[config.mk]
export PLATFORM = sky130hd
export DESIGN_NAME = t1rx_regs
export DESIGN_NICKNAME = d
export VERILOG_FILES = /design/src/include/t1rx_pkg.sv /design/src/hdl/t1rx_regs.sv /design/src/hdl/t1rx_sync.sv
export VERILOG_INCLUDE_DIRS = /design/src /design/src/include
export SDC_FILE = /design/constraint.sdc
export NUM_CORES = 1
export LEC_CHECK = 0
export BUFFER_PORTS_ARGS = -buffer_cell sky130_fd_sc_hd__buf_2
export CAP_MARGIN = 20
export CORE_ASPECT_RATIO = 1.25
export CORE_MARGIN = 1
export CORE_UTILIZATION = 53
export DETAILED_ROUTE_END_ITERATION = 7
export PLACE_DENSITY_LB_ADDON = 0.12
export SLEW_MARGIN = 20
export SYNTH_ARGS = -nofsm -noshare
export SYNTH_HDL_FRONTEND = slang
export SYNTH_SLANG_ARGS = --single-unit
[constraint.sdc]
create_clock -name mclk -period 5.8 [get_ports mclk]
set_input_delay 1.45 -clock mclk [delete_from_list [all_inputs] [get_ports mclk]]
set_output_delay 1.45 -clock mclk [all_outputs]
set_load 0.005 [all_outputs]
[src/include/t1rx_consts.svh]
// Constants for the T1 receive signalling-change and frame-state block.
// Assumes inclusion by bare name from design and bench files.
`ifndef T1RX_CONSTS_SVH
`define T1RX_CONSTS_SVH

// ----------------------------------------------------------------
// Register word indices (byte address is index times four)
// ----------------------------------------------------------------
`define T1RX_IDX_CHG0      12'h10D
`define T1RX_IDX_CHG1      12'h10E
`define T1RX_IDX_CHG2      12'h10F
`define T1RX_IDX_FRAME     12'h112
`define T1RX_IDX_IRQ_STAT  12'h120
`define T1RX_IDX_IRQ_EN    12'h121
`define T1RX_IDX_IRQ_CLR   12'h122
`define T1RX_IDX_CTRL      12'h123

// ----------------------------------------------------------------
// Field positions
// ----------------------------------------------------------------
`define T1RX_FR_INFRAME    7
`define T1RX_FR_AIS        5
`define T1RX_FR_MASK       4
`define T1RX_FR_YEL        3
`define T1RX_FR_YDIR       2
`define T1RX_FR_WMASK      8'h3C
`define T1RX_YEL_BIT       6
`define T1RX_CTRL_CAS      0
`define T1RX_IRQ_CHG       0
`define T1RX_IRQ_LOF       1
`define T1RX_IRQ_INF       2

// ----------------------------------------------------------------
// Reset values
// ----------------------------------------------------------------
`define T1RX_RST_BYTE      8'h00
`define T1RX_RST_CTRL      8'h01

`endif

[src/include/t1rx_pkg.sv]
// Types shared by the T1 receive register block.
// Assumes the constants header is on the include path.
package t1rx_pkg;
	// AXI response codes
	typedef logic [1:0] t1rx_resp_t;
	localparam t1rx_resp_t T1RX_OKAY   = 2'h0;
	localparam t1rx_resp_t T1RX_SLVERR = 2'h2;
	// Bus slave phases
	typedef enum logic [1:0] {T1RX_IDLE, T1RX_RESP} t1rx_phase_e;
endpackage : t1rx_pkg

[src/hdl/t1rx_regs.sv]
// T1 receive signalling-change flags, frame state and alarm controls.
// Assumes framer events are mclk-synchronous pulses; frame state and
// the CAS configuration level arrive from pins and are synchronised.
//
// The implementer's own choice: the AXI4-Lite interface to the registers.
`timescale 1ns/10ps
`default_nettype none
`include "t1rx_consts.svh"
module t1rx_regs import t1rx_pkg::*; #(
	parameter int NTS = 24	// Timeslots
) (
	// Clock and reset
	input  wire logic           mclk,
	input  wire logic           resetn,
	// AXI4-Lite write
	input  wire logic [13:0]    s_axi_awaddr,
	input  wire logic           s_axi_awvalid,
	output var  logic           s_axi_awready,
	input  wire logic [31:0]    s_axi_wdata,
	input  wire logic [3:0]     s_axi_wstrb,
	input  wire logic           s_axi_wvalid,
	output var  logic           s_axi_wready,
	output var  logic [1:0]     s_axi_bresp,
	output var  logic           s_axi_bvalid,
	input  wire logic           s_axi_bready,
	// AXI4-Lite read
	input  wire logic [13:0]    s_axi_araddr,
	input  wire logic           s_axi_arvalid,
	output var  logic           s_axi_arready,
	output var  logic [31:0]    s_axi_rdata,
	output var  logic [1:0]     s_axi_rresp,
	output var  logic           s_axi_rvalid,
	input  wire logic           s_axi_rready,
	// Framer side
	input  wire logic [NTS-1:0] sig_change,
	input  wire logic           in_frame_pin,
	input  wire logic           cas_mode_pin,
	input  wire logic [7:0]     rx_data_in,
	input  wire logic [7:0]     tx_data_in,
	// Outputs
	output var  logic [7:0]     rx_serial_out,
	output var  logic [7:0]     line_tx_pair,
	output var  logic           framing_alarm_mask,
	output var  logic           irq
);
	// ----------------------------------------------------------------
	// Input synchronisation
	// ----------------------------------------------------------------
	logic [1:0] pin_q;	// {cas_mode, in_frame}
	t1rx_sync #(.W(2)) u_sync (
		.mclk   (mclk),
		.resetn (resetn),
		.d      ({cas_mode_pin, in_frame_pin}),
		.q      (pin_q)
	);
	logic in_frame;	// Synchronised framer state
	logic cas_mode;	// Synchronised CAS configuration
	assign in_frame = pin_q[0];
	assign cas_mode = pin_q[1];

	// ----------------------------------------------------------------
	// State
	// ----------------------------------------------------------------
	logic [NTS-1:0] chg_reg,  chg_next;	// Sticky change flags
	logic [7:0]     fr_reg,   fr_next;	// Control bits 5..2
	logic [7:0]     ctl_reg,  ctl_next;	// CAS gate enable
	logic [2:0]     ist_reg,  ist_next;	// Interrupt status
	logic [2:0]     ien_reg,  ien_next;	// Interrupt enable
	logic           inf_d_reg;	// Last frame state, edge detect
	t1rx_phase_e    wph_reg,  wph_next;	// Write phase
	t1rx_phase_e    rph_reg,  rph_next;	// Read phase
	logic           awr_reg, awr_next, wr_reg, wr_next;
	logic [11:0]    wadr_reg, wadr_next;	// Captured word index
	logic [7:0]     wdat_reg, wdat_next;	// Captured low byte
	logic           wstb_reg, wstb_next;	// Low lane strobe
	logic [1:0]     bresp_next, rresp_next;
	logic [31:0]    rdata_next;
	logic           arr_next;
	logic [NTS-1:0] rd_clr;	// Flags cleared by this read
	logic           do_wr;	// Both write halves held

	assign do_wr = awr_reg && wr_reg && (wph_reg == T1RX_IDLE);

	// ----------------------------------------------------------------
	// AXI write path
	// ----------------------------------------------------------------
	// Address and data captured independently, then one response
	always_comb begin
		awr_next   = awr_reg;
		wr_next    = wr_reg;
		wadr_next  = wadr_reg;
		wdat_next  = wdat_reg;
		wstb_next  = wstb_reg;
		wph_next   = wph_reg;
		bresp_next = s_axi_bresp;
		if (s_axi_awvalid && s_axi_awready) begin
			awr_next  = 1'b1;
			wadr_next = s_axi_awaddr[13:2];
		end
		if (s_axi_wvalid && s_axi_wready) begin
			wr_next   = 1'b1;
			wdat_next = s_axi_wdata[7:0];
			wstb_next = s_axi_wstrb[0];
		end
		case (wph_reg)
			T1RX_IDLE: begin
				if (do_wr) begin
					awr_next = 1'b0;
					wr_next  = 1'b0;
					wph_next = T1RX_RESP;
					case (wadr_reg)
						`T1RX_IDX_CHG0, `T1RX_IDX_CHG1, `T1RX_IDX_CHG2,
						`T1RX_IDX_FRAME, `T1RX_IDX_IRQ_STAT,
						`T1RX_IDX_IRQ_EN, `T1RX_IDX_IRQ_CLR,
						`T1RX_IDX_CTRL: bresp_next = T1RX_OKAY;
						default: bresp_next = T1RX_SLVERR;
					endcase
				end
			end
			T1RX_RESP: begin
				if (s_axi_bready) begin
					wph_next = T1RX_IDLE;
				end
			end
			default: wph_next = T1RX_IDLE;
		endcase
	end

	// ----------------------------------------------------------------
	// AXI read path
	// ----------------------------------------------------------------
	// One cycle from address accept to rvalid; read side effects here
	always_comb begin
		rph_next   = rph_reg;
		rdata_next = s_axi_rdata;
		rresp_next = s_axi_rresp;
		rd_clr     = '0;
		arr_next   = 1'b0;
		case (rph_reg)
			T1RX_IDLE: begin
				arr_next = !s_axi_arready && s_axi_arvalid;
				if (s_axi_arvalid && s_axi_arready) begin
					rph_next   = T1RX_RESP;
					rdata_next = '0;
					rresp_next = T1RX_OKAY;
					case (s_axi_araddr[13:2])
						`T1RX_IDX_CHG0: begin
							rdata_next[7:0] = chg_reg[7:0];
							rd_clr[7:0]     = 8'hFF;
						end
						`T1RX_IDX_CHG1: begin
							rdata_next[7:0] = chg_reg[15:8];
							rd_clr[15:8]    = 8'hFF;
						end
						`T1RX_IDX_CHG2: begin
							rdata_next[7:0] = chg_reg[23:16];
							rd_clr[23:16]   = 8'hFF;
						end
						`T1RX_IDX_FRAME: begin
							// Reserved bits read zero
							rdata_next[7:0] = fr_reg & `T1RX_FR_WMASK;
							rdata_next[`T1RX_FR_INFRAME] = in_frame;
						end
						`T1RX_IDX_IRQ_STAT: rdata_next[2:0] = ist_reg;
						`T1RX_IDX_IRQ_EN:   rdata_next[2:0] = ien_reg;
						`T1RX_IDX_IRQ_CLR:  rdata_next = '0;
						`T1RX_IDX_CTRL:     rdata_next[7:0] = ctl_reg;
						default: rresp_next = T1RX_SLVERR;
					endcase
				end
			end
			T1RX_RESP: begin
				if (s_axi_rready) begin
					rph_next = T1RX_IDLE;
				end
			end
			default: rph_next = T1RX_IDLE;
		endcase
	end

	// ----------------------------------------------------------------
	// Register contents
	// ----------------------------------------------------------------
	// Flag bit k holds timeslot (7-k) of its group: reverse per byte
	logic [NTS-1:0] ev_map;	// Events in register bit order
	genvar gi;
	generate
		for (gi = 0; gi < NTS; gi++) begin : g_map
			assign ev_map[gi] = sig_change[(gi/8)*8 + 7 - (gi%8)];
		end
	endgenerate

	// Set beats clear, CAS mode gates the sets
	always_comb begin
		logic [NTS-1:0] ev;
		ev       = '0;
		ev       = cas_mode ? ev_map : '0;
		chg_next = (chg_reg & ~rd_clr) | ev;
		fr_next  = fr_reg;
		ctl_next = ctl_reg;
		ien_next = ien_reg;
		ist_next = ist_reg;
		if (do_wr && wstb_reg) begin
			case (wadr_reg)
				// Only bits 5..2 writable, rest ignored
				`T1RX_IDX_FRAME:  fr_next = wdat_reg & `T1RX_FR_WMASK;
				`T1RX_IDX_IRQ_EN: ien_next = wdat_reg[2:0];
				`T1RX_IDX_IRQ_CLR: ist_next = ist_reg & ~wdat_reg[2:0];
				`T1RX_IDX_CTRL:   ctl_next = wdat_reg;
				default: ;
			endcase
		end
		// Sticky events: set wins over a same-cycle clear
		if (|ev) begin
			ist_next[`T1RX_IRQ_CHG] = 1'b1;
		end
		if (inf_d_reg && !in_frame && !fr_reg[`T1RX_FR_MASK]) begin
			ist_next[`T1RX_IRQ_LOF] = 1'b1;
		end
		if (!inf_d_reg && in_frame && !fr_reg[`T1RX_FR_MASK]) begin
			ist_next[`T1RX_IRQ_INF] = 1'b1;
		end
	end

	// ----------------------------------------------------------------
	// Data path shaping
	// ----------------------------------------------------------------
	// Yellow clears bit 6 of each octet in the chosen direction
	logic [7:0] rx_d, tx_d;
	always_comb begin
		rx_d = rx_data_in;
		tx_d = tx_data_in;
		if (fr_reg[`T1RX_FR_YEL]) begin
			if (fr_reg[`T1RX_FR_YDIR]) begin
				rx_d[`T1RX_YEL_BIT] = 1'b0;
			end else begin
				tx_d[`T1RX_YEL_BIT] = 1'b0;
			end
		end
		// AIS overrides everything on the receive side
		if (fr_reg[`T1RX_FR_AIS]) begin
			rx_d = 8'hFF;
		end
	end

	// ----------------------------------------------------------------
	// Registers
	// ----------------------------------------------------------------
	always_ff @(posedge mclk or negedge resetn) begin
		if (!resetn) begin
			chg_reg   <= '0;
			fr_reg    <= `T1RX_RST_BYTE;
			ctl_reg   <= `T1RX_RST_CTRL;
			ist_reg   <= '0;
			ien_reg   <= '0;
			inf_d_reg <= 1'b0;
			wph_reg   <= T1RX_IDLE;
			rph_reg   <= T1RX_IDLE;
			awr_reg   <= 1'b0;
			wr_reg    <= 1'b0;
			wadr_reg  <= '0;
			wdat_reg  <= '0;
			wstb_reg  <= 1'b0;
			s_axi_awready <= 1'b0;
			s_axi_wready  <= 1'b0;
			s_axi_bvalid  <= 1'b0;
			s_axi_bresp   <= T1RX_OKAY;
			s_axi_arready <= 1'b0;
			s_axi_rvalid  <= 1'b0;
			s_axi_rresp   <= T1RX_OKAY;
			s_axi_rdata   <= '0;
			rx_serial_out <= '0;
			line_tx_pair  <= '0;
			framing_alarm_mask <= 1'b0;
			irq           <= 1'b0;
		end else begin
			chg_reg   <= chg_next & {NTS{ctl_reg[`T1RX_CTRL_CAS]}};
			fr_reg    <= fr_next;
			ctl_reg   <= ctl_next;
			ist_reg   <= ist_next;
			ien_reg   <= ien_next;
			inf_d_reg <= in_frame;
			wph_reg   <= wph_next;
			rph_reg   <= rph_next;
			awr_reg   <= awr_next;
			wr_reg    <= wr_next;
			wadr_reg  <= wadr_next;
			wdat_reg  <= wdat_next;
			wstb_reg  <= wstb_next;
			// Ready one cycle, only while that half is not held
			s_axi_awready <= !awr_next && !s_axi_awready && s_axi_awvalid
				&& (wph_reg == T1RX_IDLE);
			s_axi_wready  <= !wr_next && !s_axi_wready && s_axi_wvalid
				&& (wph_reg == T1RX_IDLE);
			s_axi_bvalid  <= (wph_next == T1RX_RESP);
			s_axi_bresp   <= bresp_next;
			s_axi_arready <= arr_next;
			s_axi_rvalid  <= (rph_next == T1RX_RESP);
			s_axi_rresp   <= rresp_next;
			s_axi_rdata   <= rdata_next;
			rx_serial_out <= rx_d;
			line_tx_pair  <= tx_d;
			framing_alarm_mask <= fr_reg[`T1RX_FR_MASK];
			irq           <= |(ist_next & ien_next);
		end
	end

	// ----------------------------------------------------------------
	// Assertions
	// ----------------------------------------------------------------
	property p_rd_clears;
		@(posedge mclk) disable iff (!resetn)
		(s_axi_arvalid && s_axi_arready
			&& s_axi_araddr[13:2] == `T1RX_IDX_CHG0 && !cas_mode)
		|=> (chg_reg[7:0] == 8'h00);
	endproperty
	a_rd_clears: assert property (p_rd_clears)
		else $error("change flags not cleared by read");
	property p_set_wins;
		@(posedge mclk) disable iff (!resetn)
		(rd_clr[0] && ev_map[0] && cas_mode && ctl_reg[`T1RX_CTRL_CAS])
		|=> chg_reg[0];
	endproperty
	a_set_wins: assert property (p_set_wins)
		else $error("change lost on clearing read");
	property p_no_cas;
		@(posedge mclk) disable iff (!resetn)
		!cas_mode |=> ((chg_reg & ~$past(chg_reg)) == '0);
	endproperty
	a_no_cas: assert property (p_no_cas)
		else $error("flag set outside CAS mode");
	property p_ts0_map;
		@(posedge mclk) disable iff (!resetn)
		(sig_change[0] && cas_mode && ctl_reg[`T1RX_CTRL_CAS]) |=> chg_reg[7];
	endproperty
	a_ts0_map: assert property (p_ts0_map)
		else $error("timeslot 0 not in bit 7");
	property p_ts8_map;
		@(posedge mclk) disable iff (!resetn)
		(sig_change[8] && cas_mode && ctl_reg[`T1RX_CTRL_CAS]) |=> chg_reg[15];
	endproperty
	a_ts8_map: assert property (p_ts8_map)
		else $error("timeslot 8 not in bit 7");
	property p_ts23_map;
		@(posedge mclk) disable iff (!resetn)
		(sig_change[23] && cas_mode && ctl_reg[`T1RX_CTRL_CAS]) |=> chg_reg[16];
	endproperty
	a_ts23_map: assert property (p_ts23_map)
		else $error("timeslot 23 not in bit 0");
	property p_ais;
		@(posedge mclk) disable iff (!resetn)
		fr_reg[`T1RX_FR_AIS] |=> (rx_serial_out == 8'hFF);
	endproperty
	a_ais: assert property (p_ais)
		else $error("all-ones not driven");
	property p_yel_tx;
		@(posedge mclk) disable iff (!resetn)
		(fr_reg[`T1RX_FR_YEL] && !fr_reg[`T1RX_FR_YDIR])
		|=> !line_tx_pair[`T1RX_YEL_BIT];
	endproperty
	a_yel_tx: assert property (p_yel_tx)
		else $error("yellow bit not cleared on transmit");
	property p_yel_rx;
		@(posedge mclk) disable iff (!resetn)
		(fr_reg[`T1RX_FR_YEL] && fr_reg[`T1RX_FR_YDIR]
			&& !fr_reg[`T1RX_FR_AIS])
		|=> (!rx_serial_out[`T1RX_YEL_BIT] && line_tx_pair == $past(tx_data_in));
	endproperty
	a_yel_rx: assert property (p_yel_rx)
		else $error("yellow direction wrong");
	property p_mask;
		@(posedge mclk) disable iff (!resetn)
		(fr_reg[`T1RX_FR_MASK] && ist_reg[`T1RX_IRQ_LOF] == 1'b0
			&& !(do_wr && wstb_reg))
		|=> !ist_reg[`T1RX_IRQ_LOF];
	endproperty
	a_mask: assert property (p_mask)
		else $error("masked alarm raised");
	property p_inframe;
		@(posedge mclk) disable iff (!resetn)
		(s_axi_arvalid && s_axi_arready
			&& s_axi_araddr[13:2] == `T1RX_IDX_FRAME)
		|=> (s_axi_rdata[`T1RX_FR_INFRAME] == $past(in_frame)
			&& s_axi_rdata[6] == 1'b0 && s_axi_rdata[1:0] == 2'b00);
	endproperty
	a_inframe: assert property (p_inframe)
		else $error("frame state read wrong");
	property p_c_read;
		@(posedge mclk) disable iff (!resetn)
		s_axi_rvalid && s_axi_rready;
	endproperty
	c_read: cover property (p_c_read);
	property p_c_write;
		@(posedge mclk) disable iff (!resetn)
		s_axi_bvalid && s_axi_bready;
	endproperty
	c_write: cover property (p_c_write);
	property p_c_irq;
		@(posedge mclk) disable iff (!resetn)
		irq;
	endproperty
	c_irq: cover property (p_c_irq);
endmodule : t1rx_regs
`default_nettype wire

[src/hdl/t1rx_sync.sv]
// Two-flop synchroniser bank for pin-level inputs.
// Assumes inputs are asynchronous levels; only stage two reads stage one.
`timescale 1ns/10ps
`default_nettype none
module t1rx_sync #(
	parameter int W = 2
) (
	// Clock and reset
	input  wire logic         mclk,
	input  wire logic         resetn,
	// Levels
	input  wire logic [W-1:0] d,
	output var  logic [W-1:0] q
);
	logic [W-1:0] s1_reg;	// First stage, read only by q
	// Plain two-stage capture
	always_ff @(posedge mclk or negedge resetn) begin
		if (!resetn) begin
			s1_reg <= '0;
			q      <= '0;
		end else begin
			s1_reg <= d;
			q      <= s1_reg;
		end
	end
endmodule : t1rx_sync
`default_nettype wire

==> metrics.md <==
| Metric | Value |
|---|---|
| Slew @ Worst Pin | 0.912 ns |
| GPL Wtd Cong | 0.809 |
| Antenna viol nets, final | 0 |
| CTS tree | yes |
| Comb power frac | 15.1% |
| Slew HR | 39.2% |
| Clock sinks | 107 |
| Input/output buffers | 114 |
| Synthesized cell area | 0.00470 mm² |
| TNS Setup | 0 ns |
| Area growth syn-to-layout | 17.8% |
| Ys flop type | dfrtp_1 |
| Dpl cells | 602 |
| Clk_lat worst skew | 0.36 ns |
| Fin nets | 606 |
| HP Class | register to register |
| First-pass GRT wire length | 14.9 mm |
| Number of flip-flops in the largest register | 24 |
| Syn Inst Count | 381 |
| Sw frac | 25.0% |
| Slowest cell on the critical path | or4b_4 |
| Setup CP Type | input pin to register |
| Setup violations, final | 0 |
| Final-report hold violation count | 0 |
| Htree depth | 3 |
| # Post-CTS Setup Buffers | 0 |
| Worst setup EP type | register |
| Crit path cell chain | buf_2 > or4b_4 > nor4_4 > nand4_1 > a22oi_1 > nor2b_1 |
| Die area | 0.00925 mm² |
| Core area | 0.00865 mm² |
| Root Driver | clkbuf_8 |
| Non-Filler Instances | 617 |
| PwrDens | 322 mW/mm² |
| Tmin final | 3.24 ns |
| PnR Total Power | 1.78 mW |
| Antenna violations before repair | 0 |
| Maximum vdd drop | 0.240 mV |
| I/O Pins | 172 |
| Hold buffer count at CTS | 0 |
| Rows | 38 |
| Sequential share of power | 52.7% |
| Largest net degree at the start of global routing | 75 |
| Routed wire length | 9.51 mm |
| Gr usage total | 21.2% |
| Drt first pass iters | 5 |
| Fin crit share | 55.8% |
| CP required | 6.05 ns |
| Run status | finished clean |
| Avg WL per Cell | 15.4 µm |
| CP max FO | 12 |
| Initial DRC Count | 157 |
| Clock network power share | 32.2% |
| Initial core utilization | 54.3% |
| Die Y | 107 µm |
| Clock Skew | 0.00576 ns |
| Static leakage | 2.65 nW |
| Async set or reset register ratio after synthesis | 100% |
| Die width | 86.2 µm |
| Post-synthesis register bit count | 107 |
| Final core utilization | 64.0% |
| Clock Tree Buf Depth | 2 |
| DR DRC count | 0 |
| Diode count | 0 |
| Post-CTS Resized | 0 |
| Sequential share of the synthesized area | 57.0% |
| Syn avg cell area | 12.3 µm² |
| Crit path DAT | 3.49 ns |
| Drt via density | 5.29 |
| Count of different cell masters after synthesis | 50 |
| Number of flops mapped to enable cells by yosys | 0 |
| Hold_ws | 0.355 ns |
| Grt ovf | 0 |
| Syn. warnings | 0 |
| CP peak stage delay | 0.60 ns |
| Net Switching | 0.445 mW |
| Total CTS buffers | 9 |
| Detailed-route via count | 3267 |
| Post-DP HPWL | 6.89 mm |
| Worst setup SP type | input pin |
| Final-report max-slew violation count | 0 |
| Fmax | 0.309 GHz |
| Clock slew at reported path FFs | 0.09 ns |
| RSZ-0062 raised after global routing | no |
| Layout cells sized above 1 | 39.2% |
| Maxcap violations | 0 |
| Vias in the first global route | 3078 |
| Internal | 1.34 mW |
==> worst max-delay path: cells and delay by family <==
| kind | cells | cell delay [ns] |
|---|---|---|
| compound gates | 1 | 0.27 |
| buf+inv | 1 | 0.10 |
| simple gates | 4 | 1.66 |
==> power by group through the flow <==
stage	Clock [mW]	Sequential [mW]	Combinational [mW]
after floorplan	0	0.924	0.200
after global placement	0	0.949	0.263
after detailed placement	0	0.954	0.275
after CTS	0.590	0.939	0.275
after global routing	0.622	0.957	0.307
final	0.574	0.940	0.270
==> metrics by stage <==
step	worst slack [ns]	cell area (µm²)
after detailed placement	2.20	5270
final	2.56	5540
after CTS	2.59	5540
after global placement	2.24	5270
after global routing	2.41	5540
after floorplan	2.91	4800
==> cells in the final DEF, fill, tap and decap left out, drive strengths merged, types with 4 or more instances in the layout <==
| cell type | count |
|---|---|
| conb | 28 |
| dfrtp | 106 |
| clkbuf | 10 |
| nand4 | 4 |
| nand2 | 15 |
| buf | 116 |
| a222oi | 4 |
| nor4b | 5 |
| nand3 | 9 |
| mux2 | 44 |
| or2 | 9 |
| bufinv | 4 |
| nor2 | 19 |
| o21ai | 12 |
| a22o | 10 |
| nor3 | 4 |
| a22oi | 25 |
| nor2b | 26 |
| nor4 | 9 |
==> final timing paths <==
path	startpoint	end	slack, ns	depth (start not counted)
min in group asynchronous	resetn	rx_serial_out[5]	1.21	1
worst max register to register	wph_reg[1]	irq	3.58	6
worst min-delay path	u_sync.s1_reg[1]	u_sync.q[1]	0.36	0
max in group asynchronous	resetn	ctl_reg[0]	3.59	2
worst max-delay path	s_axi_araddr[11]	chg_reg[19]	2.56	6
worst min register to register	u_sync.s1_reg[1]	u_sync.q[1]	0.36	0
==> final cells by class <==
class                   instances  area, µm²
repair buffers                116        588
inverters                       3       11.3
fillers                       733       3120
well taps                     120        150
multi-input cells             256       1850
clock inverters                 5        125
flip-flops and latches        107       2680
clock buffers                  10        138
==> Yosys cell counts, types with 2 or more instances <==
cell type,number,share of area [%]
nor4_1,6,0.80
buf_1,2,0.16
or2_2,9,1.2
nor2b_1,26,3.5
and3_1,2,0.27
a22oi_1,25,4.0
buf_4,27,4.3
buf_2,4,0.43
clkbuf_1,9,0.72
nand4_1,3,0.40
a21oi_1,3,0.32
a221oi_1,3,0.56
o21ai_0,8,0.85
inv_1,3,0.24
mux2_2,44,11
o21ai_1,4,0.43
nand2b_1,3,0.40
nor2_1,19,1.5
nor4b_1,3,0.56
nor4_4,2,0.91
a31oi_1,2,0.27
dfrtp_1,106,56
nand3_1,8,0.85
mux2i_1,2,0.43
nand2_1,15,1.2
a22o_1,10,1.9
nor3_1,4,0.43
a222oi_1,4,0.85
a21o_1,3,0.48
nor4bb_1,2,0.43
==> kinds of logic (layout without fill, tap and decap cells) <==
logic type | count (synthesis) | count (layout) | synth area share, %
flip-flops | 107 | 107 | 57.0
buffers and inverters | 45 | 134 | 5.86
AO/OA/AOI/OAI | 69 | 69 | 11.0
other | 1 | 28 | 0.0798
multiplexers | 46 | 46 | 11.0
AND/OR/NAND/NOR | 113 | 113 | 15.1
==> metal layers <==
metal  GRT usage, %  share of wire [%]  vias up
li1               -                  -     1557
met1           26.8                 43     1590
met2           36.1                 51      111
met3           4.22                4.7        9
met4           7.62                1.1        0
met5              0                  0        -
(Power assumes the default switching activity.)
